`src/include/pgc_params.svh`:
```
// Constants of the counter array: register addresses, field positions, codes and counts.
`ifndef PGC_PARAMS_SVH
`define PGC_PARAMS_SVH

// ----------------------------------------------------------------------
// Register addresses
// ----------------------------------------------------------------------
`define PGC_ADDR_CTRL        8'hD8
`define PGC_ADDR_MODE        8'hD9
`define PGC_ADDR_MMODE0      8'hDA
`define PGC_ADDR_CNT_LO      8'hF9
`define PGC_ADDR_CNT_HI      8'hFA
`define PGC_ADDR_CMP_LO0     8'hE0
`define PGC_ADDR_CMP_HI0     8'hE1

// ----------------------------------------------------------------------
// Field positions
// ----------------------------------------------------------------------
`define PGC_CTRL_OVF_BIT     7
`define PGC_CTRL_RUN_BIT     6
`define PGC_MODE_IDLE_BIT    7
`define PGC_MODE_TB_MSB      3
`define PGC_MODE_TB_LSB      1
`define PGC_MODE_OVF_IE_BIT  0

// ----------------------------------------------------------------------
// Timebase select codes
// ----------------------------------------------------------------------
`define PGC_TB_SYS_DIV12     3'h0
`define PGC_TB_SYS_DIV4      3'h1
`define PGC_TB_TIMER0        3'h2
`define PGC_TB_EXT_FALL      3'h3
`define PGC_TB_SYS           3'h4
`define PGC_TB_OSC_DIV8      3'h5

// ----------------------------------------------------------------------
// Divider counts and reset values
// ----------------------------------------------------------------------
`define PGC_SYS_DIV12        4'hC
`define PGC_SYS_DIV4         2'h3
`define PGC_OSC_DIV8         3'h7
`define PGC_NUM_MODULES      6
`define PGC_RESET_BYTE       8'h00
`define PGC_RESET_WORD       16'h0000
`define PGC_COUNT_TOP        16'hFFFF
`define PGC_LOW_TOP          8'hFF

`endif

```
`src/include/pgc_pkg.sv`:
```
// Types shared by the counter array and its capture/compare units.
package pgc_pkg;

   // -------------------------------------------------------------------
   // Per-module mode byte, bit 7 down to bit 0
   // -------------------------------------------------------------------
   typedef struct packed {
      logic wide_pwm_select;
      logic compare_enable;
      logic rise_capture_enable;
      logic fall_capture_enable;
      logic match_enable;
      logic toggle_enable;
      logic pwm_enable;
      logic module_irq_enable;
   } pgc_mode_type;

   // -------------------------------------------------------------------
   // Special function register access from the processor
   // -------------------------------------------------------------------
   typedef struct packed {
      logic [7:0] addr;
      logic       wr;
      logic       rd;
      logic [7:0] wdata;
   } pgc_sfr_req_type;

   // -------------------------------------------------------------------
   // Counter state broadcast to every module
   // -------------------------------------------------------------------
   typedef struct packed {
      logic [15:0] count;
      logic        advanced;
      logic        low_wrap;
      logic        full_wrap;
      logic        active;
   } pgc_time_type;

endpackage

```
`src/rtl/pgc_cc_unit.sv`:
```
// One capture/compare module of the counter array.
`timescale 1ns/10ps
`include "pgc_params.svh"

module pgc_cc_unit
(
   input  wire logic                 i_sys_clk,
   input  wire logic                 i_srst,
   input  wire pgc_pkg::pgc_time_type i_time,
   input  wire pgc_pkg::pgc_mode_type i_mode,
   input  wire logic                 i_line,
   input  wire logic                 i_wr_lo,
   input  wire logic                 i_wr_hi,
   input  wire logic [7:0]           i_wdata,
   output logic      [15:0]          o_compare,
   output logic                      o_event,
   output logic                      o_line,
   output logic                      o_drive
);
   import pgc_pkg::*;

   logic line_q;
   logic line_level;
   logic line_prev;
   logic capture_mode;
   logic match_mode;
   logic freq_mode;
   logic pwm8_mode;
   logic wide_pwm_select_mode;
   logic hit16;
   logic hit8;
   logic capture_hit;

   // -------------------------------------------------------------------
   // Mode decode
   // -------------------------------------------------------------------
   assign capture_mode = (i_mode.rise_capture_enable | i_mode.fall_capture_enable)
                         & ~i_mode.match_enable & ~i_mode.toggle_enable
                         & ~i_mode.pwm_enable;
   assign match_mode   = i_mode.compare_enable & i_mode.match_enable
                         & ~i_mode.pwm_enable;
   assign freq_mode    = i_mode.compare_enable & i_mode.toggle_enable
                         & i_mode.pwm_enable & ~i_mode.match_enable;
   assign pwm8_mode    = i_mode.compare_enable & i_mode.pwm_enable & ~i_mode.toggle_enable
                         & ~i_mode.match_enable & ~i_mode.wide_pwm_select;
   assign wide_pwm_select_mode   = i_mode.compare_enable & i_mode.pwm_enable & ~i_mode.toggle_enable
                         & ~i_mode.match_enable & i_mode.wide_pwm_select;

   assign hit16 = i_time.advanced & (i_time.count == o_compare);
   assign hit8  = i_time.advanced & (i_time.count[7:0] == o_compare[7:0]);

   // -------------------------------------------------------------------
   // Line filter: a level counts only once seen on two successive edges
   // -------------------------------------------------------------------
   always_ff @(posedge i_sys_clk)
   begin
      if (i_srst)
      begin
         line_q     <= 1'b0;
         line_level <= 1'b0;
         line_prev  <= 1'b0;
      end
      else
      begin
         line_q <= i_line;
         if (i_line == line_q)
            line_level <= i_line;
         line_prev <= line_level;
      end
   end

   assign capture_hit = i_time.active & capture_mode
                        & ((i_mode.rise_capture_enable & line_level & ~line_prev)
                        | (i_mode.fall_capture_enable & ~line_level & line_prev));

   // -------------------------------------------------------------------
   // Compare register; hardware updates take priority over writes
   // -------------------------------------------------------------------
   always_ff @(posedge i_sys_clk)
   begin
      if (i_srst)
         o_compare <= `PGC_RESET_WORD;
      else if (capture_hit)
         o_compare <= i_time.count;
      else if (freq_mode & hit8)
         // A high byte of zero adds nothing, so the next match is 256 ticks on.
         o_compare[7:0] <= o_compare[7:0] + o_compare[15:8];
      else if (pwm8_mode & i_time.low_wrap)
         o_compare[7:0] <= i_time.count[15:8];
      else
      begin
         if (i_wr_lo)
            o_compare[7:0] <= i_wdata;
         if (i_wr_hi)
            o_compare[15:8] <= i_wdata;
      end
   end

   // -------------------------------------------------------------------
   // Output line and event pulse
   // -------------------------------------------------------------------
   always_ff @(posedge i_sys_clk)
   begin
      if (i_srst)
         o_line <= 1'b0;
      else if ((freq_mode & hit8) | (match_mode & i_mode.toggle_enable & hit16))
         o_line <= ~o_line;
      else if (pwm8_mode & i_time.low_wrap)
         // The wrap cycle is also a match when the reloaded value is zero.
         o_line <= (i_time.count[15:8] == `PGC_RESET_BYTE);
      else if (pwm8_mode & hit8)
         o_line <= 1'b1;
      else if (wide_pwm_select_mode & i_time.full_wrap)
         o_line <= (o_compare == `PGC_RESET_WORD);
      else if (wide_pwm_select_mode & hit16)
         o_line <= 1'b1;
   end

   always_ff @(posedge i_sys_clk)
   begin
      if (i_srst)
      begin
         o_event <= 1'b0;
         o_drive <= 1'b0;
      end
      else
      begin
         o_event <= capture_hit | ((match_mode | wide_pwm_select_mode) & hit16);
         o_drive <= i_mode.compare_enable & (i_mode.toggle_enable | i_mode.pwm_enable);
      end
   end

endmodule

```
`src/rtl/pgc_counter_array.sv`:
```
// Counter array top: timebase, 16-bit counter, register file and six modules.
//
// Summary of operation
// - Three-bit select picks one of six timebases.
// - Oscillator synchronised before dividing and advancing counter.
// - Low-byte read snapshots high byte for later.
// - Counter reads never disturb counting.
// - Wrap sets overflow flag; enable gates request.
// - Overflow flag cleared only by software write.
// - Requests need global and group enables.
// - Idle without suspend keeps everything running.
// - One counter shared by six independent modules.
// - Mode bits decode into five operating modes.
// - Module flag requests only with its enable.
// - Capture copies counter on selected line edge.
// - Capture sets module flag until software clears.
// - Line levels count only after two cycles.
// - Timer match sets module flag and request.
// - High-speed output toggles line on match.
// - Frequency output toggles, adds high to low.
// - Zero high byte means 256-tick half period.
// - 8-bit PWM: high on match, low on wrap.
// - 8-bit PWM reloads low compare on wrap.
// - 16-bit PWM: high on match, low on wrap.
// - Idle with suspend halts counter and modules.
// - Counter advances only while run bit set.
`timescale 1ns/10ps
`include "pgc_params.svh"

module pgc_counter_array
(
   input  wire logic                    i_sys_clk,
   input  wire logic                    i_srst,
   input  wire pgc_pkg::pgc_sfr_req_type i_sfr,
   output logic      [7:0]              o_sfr_rdata,
   input  wire logic                    i_idle,
   input  wire logic                    i_global_irq_enable,
   input  wire logic                    i_group_irq_enable,
   input  wire logic                    i_timer0_overflow,
   input  wire logic                    i_external_count_input,
   input  wire logic                    i_ext_osc_clk,
   input  wire logic [5:0]              i_module_io_line,
   output logic      [5:0]              o_module_io_line,
   output logic      [5:0]              o_module_io_oe,
   output logic                         o_irq
);
   import pgc_pkg::*;

   localparam int NUM = `PGC_NUM_MODULES;

   logic [15:0]      counter;
   logic [7:0]       snapshot;
   logic             counter_run;
   logic             counter_overflow_flag;
   logic [5:0]       module_event_flag;
   logic             idle_suspend;
   logic [2:0]       timebase_select;
   logic             overflow_irq_enable;
   pgc_mode_type     module_mode [NUM];
   logic [15:0]      module_compare [NUM];
   logic [5:0]       module_event;
   logic [5:0]       module_irq_enable;
   logic [5:0]       io_meta;
   logic [5:0]       io_sync;
   logic [2:0]       eci_sync;
   logic [2:0]       osc_sync;
   logic [3:0]       div12;
   logic [1:0]       div4;
   logic [2:0]       osc_div;
   logic             osc_tick;
   logic             source_tick;
   logic             active;
   logic             tick;
   logic             advanced;
   logic             low_wrap;
   logic             full_wrap;
   logic             wr_ctrl;
   logic             wr_mode;
   logic             wr_cnt_lo;
   logic             wr_cnt_hi;
   logic [7:0]       next_rdata;
   pgc_time_type     time_bus;

   // -------------------------------------------------------------------
   // Address decode helpers
   // -------------------------------------------------------------------
   function automatic logic is_mode_addr(input logic [7:0] addr, input int n);
      is_mode_addr = (addr == (`PGC_ADDR_MMODE0 + 8'(n)));
   endfunction

   function automatic logic is_cmp_addr(input logic [7:0] addr, input logic [7:0] base,
                                        input int n);
      is_cmp_addr = (addr == (base + 8'(2 * n)));
   endfunction

   assign wr_ctrl   = i_sfr.wr & (i_sfr.addr == `PGC_ADDR_CTRL);
   assign wr_mode   = i_sfr.wr & (i_sfr.addr == `PGC_ADDR_MODE);
   assign wr_cnt_lo = i_sfr.wr & (i_sfr.addr == `PGC_ADDR_CNT_LO);
   assign wr_cnt_hi = i_sfr.wr & (i_sfr.addr == `PGC_ADDR_CNT_HI);

   // -------------------------------------------------------------------
   // Pin synchronisers
   // -------------------------------------------------------------------
   // Stage zero of each chain feeds only stage one; edge logic looks later.
   always_ff @(posedge i_sys_clk)
   begin
      if (i_srst)
      begin
         io_meta  <= 6'h00;
         io_sync  <= 6'h00;
         eci_sync <= 3'h0;
         osc_sync <= 3'h0;
      end
      else
      begin
         io_meta  <= i_module_io_line;
         io_sync  <= io_meta;
         eci_sync <= {eci_sync[1:0], i_external_count_input};
         osc_sync <= {osc_sync[1:0], i_ext_osc_clk};
      end
   end

   // -------------------------------------------------------------------
   // Timebase
   // -------------------------------------------------------------------
   always_ff @(posedge i_sys_clk)
   begin
      if (i_srst)
      begin
         div12   <= 4'h0;
         div4    <= 2'h0;
         osc_div <= 3'h0;
      end
      else
      begin
         div12 <= (div12 == (`PGC_SYS_DIV12 - 4'h1)) ? 4'h0 : div12 + 4'h1;
         div4  <= div4 + 2'h1;
         if (osc_sync[1] & ~osc_sync[2])
            osc_div <= osc_div + 3'h1;
      end
   end

   assign osc_tick = osc_sync[1] & ~osc_sync[2] & (osc_div == `PGC_OSC_DIV8);

   always_comb
   begin
      unique case (timebase_select)
         `PGC_TB_SYS_DIV12: source_tick = (div12 == 4'h0);
         `PGC_TB_SYS_DIV4:  source_tick = (div4 == `PGC_SYS_DIV4);
         `PGC_TB_TIMER0:    source_tick = i_timer0_overflow;
         // Edges closer than two clocks would merge in the synchroniser.
         `PGC_TB_EXT_FALL:  source_tick = ~eci_sync[1] & eci_sync[2];
         `PGC_TB_SYS:       source_tick = 1'b1;
         `PGC_TB_OSC_DIV8:  source_tick = osc_tick;
         default:           source_tick = 1'b0;
      endcase
   end

   assign active = ~(idle_suspend & i_idle);
   assign tick   = source_tick & counter_run & active;

   // -------------------------------------------------------------------
   // Counter
   // -------------------------------------------------------------------
   always_ff @(posedge i_sys_clk)
   begin
      if (i_srst)
         counter <= `PGC_RESET_WORD;
      else if (wr_cnt_lo)
         counter[7:0] <= i_sfr.wdata;
      else if (wr_cnt_hi)
         counter[15:8] <= i_sfr.wdata;
      else if (tick)
         counter <= counter + 16'h0001;
   end

   // The modules see the counter one edge after it moved.
   always_ff @(posedge i_sys_clk)
   begin
      if (i_srst)
      begin
         advanced  <= 1'b0;
         low_wrap  <= 1'b0;
         full_wrap <= 1'b0;
      end
      else
      begin
         advanced  <= tick & ~wr_cnt_lo & ~wr_cnt_hi;
         low_wrap  <= tick & ~wr_cnt_lo & ~wr_cnt_hi & (counter[7:0] == `PGC_LOW_TOP);
         full_wrap <= tick & ~wr_cnt_lo & ~wr_cnt_hi & (counter == `PGC_COUNT_TOP);
      end
   end

   assign time_bus.count     = counter;
   assign time_bus.advanced  = advanced;
   assign time_bus.low_wrap  = low_wrap;
   assign time_bus.full_wrap = full_wrap;
   assign time_bus.active    = active;

   // -------------------------------------------------------------------
   // Control and mode registers
   // -------------------------------------------------------------------
   always_ff @(posedge i_sys_clk)
   begin
      if (i_srst)
      begin
         counter_run         <= 1'b0;
         idle_suspend        <= 1'b0;
         timebase_select     <= `PGC_TB_SYS_DIV12;
         overflow_irq_enable <= 1'b0;
      end
      else
      begin
         if (wr_ctrl)
            counter_run <= i_sfr.wdata[`PGC_CTRL_RUN_BIT];
         if (wr_mode)
         begin
            idle_suspend        <= i_sfr.wdata[`PGC_MODE_IDLE_BIT];
            timebase_select     <= i_sfr.wdata[`PGC_MODE_TB_MSB:`PGC_MODE_TB_LSB];
            overflow_irq_enable <= i_sfr.wdata[`PGC_MODE_OVF_IE_BIT];
         end
      end
   end

   // Hardware set wins over a software clear in the same cycle.
   always_ff @(posedge i_sys_clk)
   begin
      if (i_srst)
      begin
         counter_overflow_flag <= 1'b0;
         module_event_flag     <= 6'h00;
      end
      else
      begin
         counter_overflow_flag <= full_wrap
                                  | (wr_ctrl ? i_sfr.wdata[`PGC_CTRL_OVF_BIT]
                                             : counter_overflow_flag);
         module_event_flag <= module_event
                              | (wr_ctrl ? i_sfr.wdata[5:0] : module_event_flag);
      end
   end

   // -------------------------------------------------------------------
   // Capture/compare modules
   // -------------------------------------------------------------------
   generate
      for (genvar n = 0; n < NUM; n++)
      begin : g_unit
         always_ff @(posedge i_sys_clk)
         begin
            if (i_srst)
               module_mode[n] <= pgc_mode_type'(`PGC_RESET_BYTE);
            else if (i_sfr.wr & is_mode_addr(i_sfr.addr, n))
               module_mode[n] <= pgc_mode_type'(i_sfr.wdata);
         end

         assign module_irq_enable[n] = module_mode[n].module_irq_enable;

         pgc_cc_unit u_unit
         (
            .i_sys_clk (i_sys_clk),
            .i_srst    (i_srst),
            .i_time    (time_bus),
            .i_mode    (module_mode[n]),
            .i_line    (io_sync[n]),
            .i_wr_lo   (i_sfr.wr & is_cmp_addr(i_sfr.addr, `PGC_ADDR_CMP_LO0, n)),
            .i_wr_hi   (i_sfr.wr & is_cmp_addr(i_sfr.addr, `PGC_ADDR_CMP_HI0, n)),
            .i_wdata   (i_sfr.wdata),
            .o_compare (module_compare[n]),
            .o_event   (module_event[n]),
            .o_line    (o_module_io_line[n]),
            .o_drive   (o_module_io_oe[n])
         );
      end
   endgenerate

   // -------------------------------------------------------------------
   // Interrupt request
   // -------------------------------------------------------------------
   always_ff @(posedge i_sys_clk)
   begin
      if (i_srst)
         o_irq <= 1'b0;
      else
         o_irq <= i_global_irq_enable & i_group_irq_enable
                  & ((counter_overflow_flag & overflow_irq_enable)
                  | (|(module_event_flag & module_irq_enable)));
   end

   // -------------------------------------------------------------------
   // Read path
   // -------------------------------------------------------------------
   always_comb
   begin
      next_rdata = `PGC_RESET_BYTE;
      if (i_sfr.addr == `PGC_ADDR_CTRL)
         next_rdata = {counter_overflow_flag, counter_run, module_event_flag};
      else if (i_sfr.addr == `PGC_ADDR_MODE)
         next_rdata = {idle_suspend, 3'h0, timebase_select, overflow_irq_enable};
      else if (i_sfr.addr == `PGC_ADDR_CNT_LO)
         next_rdata = counter[7:0];
      else if (i_sfr.addr == `PGC_ADDR_CNT_HI)
         next_rdata = snapshot;
      for (int n = 0; n < NUM; n++)
      begin
         if (is_mode_addr(i_sfr.addr, n))
            next_rdata = module_mode[n];
         if (is_cmp_addr(i_sfr.addr, `PGC_ADDR_CMP_LO0, n))
            next_rdata = module_compare[n][7:0];
         if (is_cmp_addr(i_sfr.addr, `PGC_ADDR_CMP_HI0, n))
            next_rdata = module_compare[n][15:8];
      end
   end

   always_ff @(posedge i_sys_clk)
   begin
      if (i_srst)
      begin
         o_sfr_rdata <= `PGC_RESET_BYTE;
         snapshot    <= `PGC_RESET_BYTE;
      end
      else
      begin
         if (i_sfr.rd)
            o_sfr_rdata <= next_rdata;
         if (i_sfr.rd & (i_sfr.addr == `PGC_ADDR_CNT_LO))
            snapshot <= counter[15:8];
      end
   end

endmodule

```
`config.mk`:
```
export PLATFORM = sky130hd
export DESIGN_NAME = pgc_counter_array
export DESIGN_NICKNAME = d
export VERILOG_FILES = /design/src/include/pgc_pkg.sv /design/src/rtl/pgc_cc_unit.sv /design/src/rtl/pgc_counter_array.sv
export VERILOG_INCLUDE_DIRS = /design/src /design/src/include
export SDC_FILE = /design/constraint.sdc
export NUM_CORES = 1
export LEC_CHECK = 0
export BUFFER_PORTS_ARGS = -buffer_cell sky130_fd_sc_hd__buf_4
export CAP_MARGIN = 20
export CORE_MARGIN = 5
export CORE_UTILIZATION = 55
export DETAILED_ROUTE_END_ITERATION = 8
export PLACE_DENSITY_LB_ADDON = 0.12
export SLEW_MARGIN = 20
export SYNTH_ARGS = -nofsm -noshare
export SYNTH_HDL_FRONTEND = slang
export SYNTH_SLANG_ARGS = --single-unit
```
`constraint.sdc`:
```
create_clock -name i_sys_clk -period 5.45 [get_ports i_sys_clk]
set_input_delay 0 -clock i_sys_clk [delete_from_list [all_inputs] [get_ports i_sys_clk]]
set_output_delay 0 -clock i_sys_clk [all_outputs]
set_load 0.02 [all_outputs]
```
==> results.txt <==
Worst-Margin Slew: 1.07 ns
Yosys cell types: 91
core area: 0.0317 sq mm
Die H: 190 microns
Setup Total Neg Slack: 0 ns
net count after synthesis: 2285
Chip Width: 190 microns
ys flop type: dfxtp_1
Post-DP HPWL: 45200 microns
ys async rst share: 0
Hold EP: o_sfr_rdata[7]$_SDFFE_PP0P_
die area: 0.0360 sq mm
CTS buffer count: 30
Hold Crit Class: input pin to register
RR Startpoint: counter[1]$_SDFFE_PP0P_
GR Util met1: 0.483
Pwr Density: 230 mW/mm^2
number of remaining DRC errors: 0
FF/Latch Area: 0.00561 sq mm
post-route ant nets: 0
routability-driven placement congestion ratio: 1.04
met2 Usage GRT: 0.561
initial antenna violation count: 1
hold depth: 5
Initial Util: 0.561
Via density: 6.79
Post-CTS Hold Fix Bufs: 29
Fin. Hold Viols: 0
status: finished, final reports clean
pin count of the biggest net entering global routing: 84
vias: 17602
max-slew violations: 0
Detailed Route Iter0 Violations: 2058
P_sw: 1.16 mW
FP Rows: 65
Startpoint Class: register
Inserted Diodes: 0
Critical Path Sink Type: register
Leak: 7.71 nW
Arr. time, crit path: 3.97 ns
Setup Viol. Count Final: 0
Crit Path Class: register to register
PostCTS Resize Cnt: 0
Switching Share: 0.258
vias in the first global route: 16143
Worst setup startpoint: counter[1]$_SDFFE_PP0P_
most used cell, CP: a21oi_1
worst clock skew: 0.0222 ns
Worst R2R End: g_unit[3].u_unit.o_compare[8]$_SDFFE_PP0P_
Synth Warn #: 0
critical path's slowest cell: dfxtp_1
post-DR wirelength/cell: 26.1 microns
TritonCTS sink count: 256
combinational share of power: 0.072
Final Hold Slack: 0.0828 ns
Worst Path Required: 5.89 ns
maximum VDD drop: 0.240 mV
period utilization: 0.648
CP delay by family, top: compound AO/OA/AOI/OAI gates
worst rel slew slack: 0.278
upper clock frequency limit: 283 MHz
final wirelength: 67700 microns
GR peak layer: met2
crit-path max FO: 16
Cells after Synth: 2199
total grt overflow: 0
H-tree levels: 1
clk slew on worst S/H paths: 0.07 ns
FILL cells: 2830
Area Overhead vs Synth: 9.67%
share of cells above drive strength 1: 0.0853
Hold Startpoint: i_sfr[14]
CP max stage delay: 0.96 ns
Seq pwr share: 0.449
Pre-antenna DRT Iters: 7
RSZ-0062 raised after global routing: no
Root Buffer: clkbuf_16
P_int: 3.32 mW
Placed Area: 0.0182 sq mm
Reg2Reg Depth: 7
GRT Overall Usage: 0.363
first-pass GRT wire length: 101000 microns
Seq/Total Area, Yosys: 0.315
I/O Buffers: 52
I/O pin cnt: 53
Post-CTS Setup Inserts: 0
Max Cap Violations: 0
Critical path buffers and inverters: 0
CTS tree: yes
met3 Use GR: 0.0659
most frequent cells in the layout: 242 x nor2_1, 208 x dfxtp_1, 171 x nand2_1
Multi-input gate area: 0.0111 sq mm
register bit total from synthesis: 256
Final WS setup: 1.92 ns
R2R setup slack: 1.92 ns
Worst-Skew Late Latency: 0.60 ns
total design power: 4.48 mW
Post-synth EDFFs: 48
Clock power frac: 0.479
post-route cell area: 0.0195 sq mm
Final min period: 3.53 ns
clk buf depth: 3
Synth Area per Inst: 8.09 sq um
crit-path cells: xor2_1 -> nor3_1 -> nand4_1 -> a41oi_2 -> a21oi_1 -> a21oi_1 -> nor2_1
pre-CTS WS: 2.10 ns
fin nets: 2255
mapped cell area: 0.0178 sq mm
commonest non-fill, non-tap cell in the layout: nor2_1
==> worst register-to-register path, cell delays in order, from the launching register on <==
cell	delay, ns
dfxtp_1	0.96
xor2_1	0.16
nor3_1	0.31
nand4_1	0.70
a41oi_2	0.91
a21oi_1	0.10
a21oi_1	0.15
nor2_1	0.06
==> logic make-up (layout without fill, tap and decap cells) <==
logic type / count (synthesis) / count (layout) / synth area share
mux: 132 / 132 / 0.0760
flops: 256 / 256 / 0.315
fa+ha+maj: 54 / 54 / 0.0405
simple gates: 809 / 809 / 0.233
buf+inv: 246 / 239 / 0.0604
xor+xnor: 134 / 134 / 0.0664
compound gates: 568 / 568 / 0.208
==> cell type report <==
| cell class | count | share of cell area |
|---|---|---|
| tap | 402 | 0.0258 |
| timing repair buffer | 122 | 0.0507 |
| clock buffer | 37 | 0.0414 |
| clock inverter | 18 | 0.0124 |
| multi-input combinational | 1697 | 0.570 |
| inverter | 62 | 0.0119 |
| sequential | 256 | 0.287 |
==> worst max-delay path by stage <==
stage                                                  end  cells past startpoint
6_report        g_unit[3].u_unit.o_compare[8]$_SDFFE_PP0P_                      7
5_1_grt         g_unit[3].u_unit.o_compare[9]$_SDFFE_PP0P_                      7
4_1_cts        g_unit[3].u_unit.o_compare[10]$_SDFFE_PP0P_                      7
3_5_place_dp    g_unit[3].u_unit.o_compare[9]$_SDFFE_PP0P_                      7
3_3_place_gp   g_unit[3].u_unit.o_compare[14]$_SDFFE_PP0P_                      7
2_1_floorplan   g_unit[0].u_unit.o_compare[6]$_SDFFE_PP0P_                     10
==> stage by stage <==
step           std cells   util
2_1_floorplan       2199      -
3_3_place_gp        2509  0.572
3_5_place_dp        2509  0.572
4_1_cts             2593  0.615
5_1_grt             2594  0.615
6_report            2594  0.615
==> cell usage after synthesis, drive strengths merged, types with 7 or more instances <==
cell type	count	area (sq um)
a22oi	13	97.6
a31oi	17	106
buf	68	407
o22ai	30	188
o21bai	7	52.6
nor3	50	288
nand3	47	240
a211o	7	61.3
nor3b	14	110
xnor2	101	892
nor2	244	921
nand4b	7	61.3
mux2i	125	1250
and3	8	50.1
nand4	35	219
inv	61	229
nor4	35	277
a21o	12	90.1
o211ai	9	67.6
a21oi	162	811
dfxtp	208	4160
or3	9	56.3
a211oi	91	683
a221oi	7	61.3
clkbuf	116	435
a311oi	11	96.3
xor2	33	289
nand3b	14	105
edfxtp	48	1440
o21ai	109	546
nor2b	54	338
o31ai	17	128
nand2	171	642
nand2b	23	144
ha	48	601
and2	71	444
==> flip-flops by register name, summed over array words and instances (netlist names), 8 cells and up <==
register / flops
g_unit.u_unit.o_compare: 96
counter: 16
module_mode: 48
snapshot: 8
o_sfr_rdata: 8
==> power by group through the flow <==
stage | sequential, mW | clock (mW) | combinational, mW
6_report | 2.01 | 2.15 | 0.322
2_1_floorplan | 2.03 | 0 | 0.191
3_3_place_gp | 2.05 | 0 | 0.294
3_5_place_dp | 2.05 | 0 | 0.295
4_1_cts | 2.01 | 2.16 | 0.310
5_1_grt | 2.01 | 2.24 | 0.339
==> layer usage <==
metal	routed length (microns)	vias to the layer above
li1	-	7856
met1	26500	8282
met2	29200	1135
met3	7200	327
met4	4820	2
met5	16	-
Power figures use the tool's default switching activity.
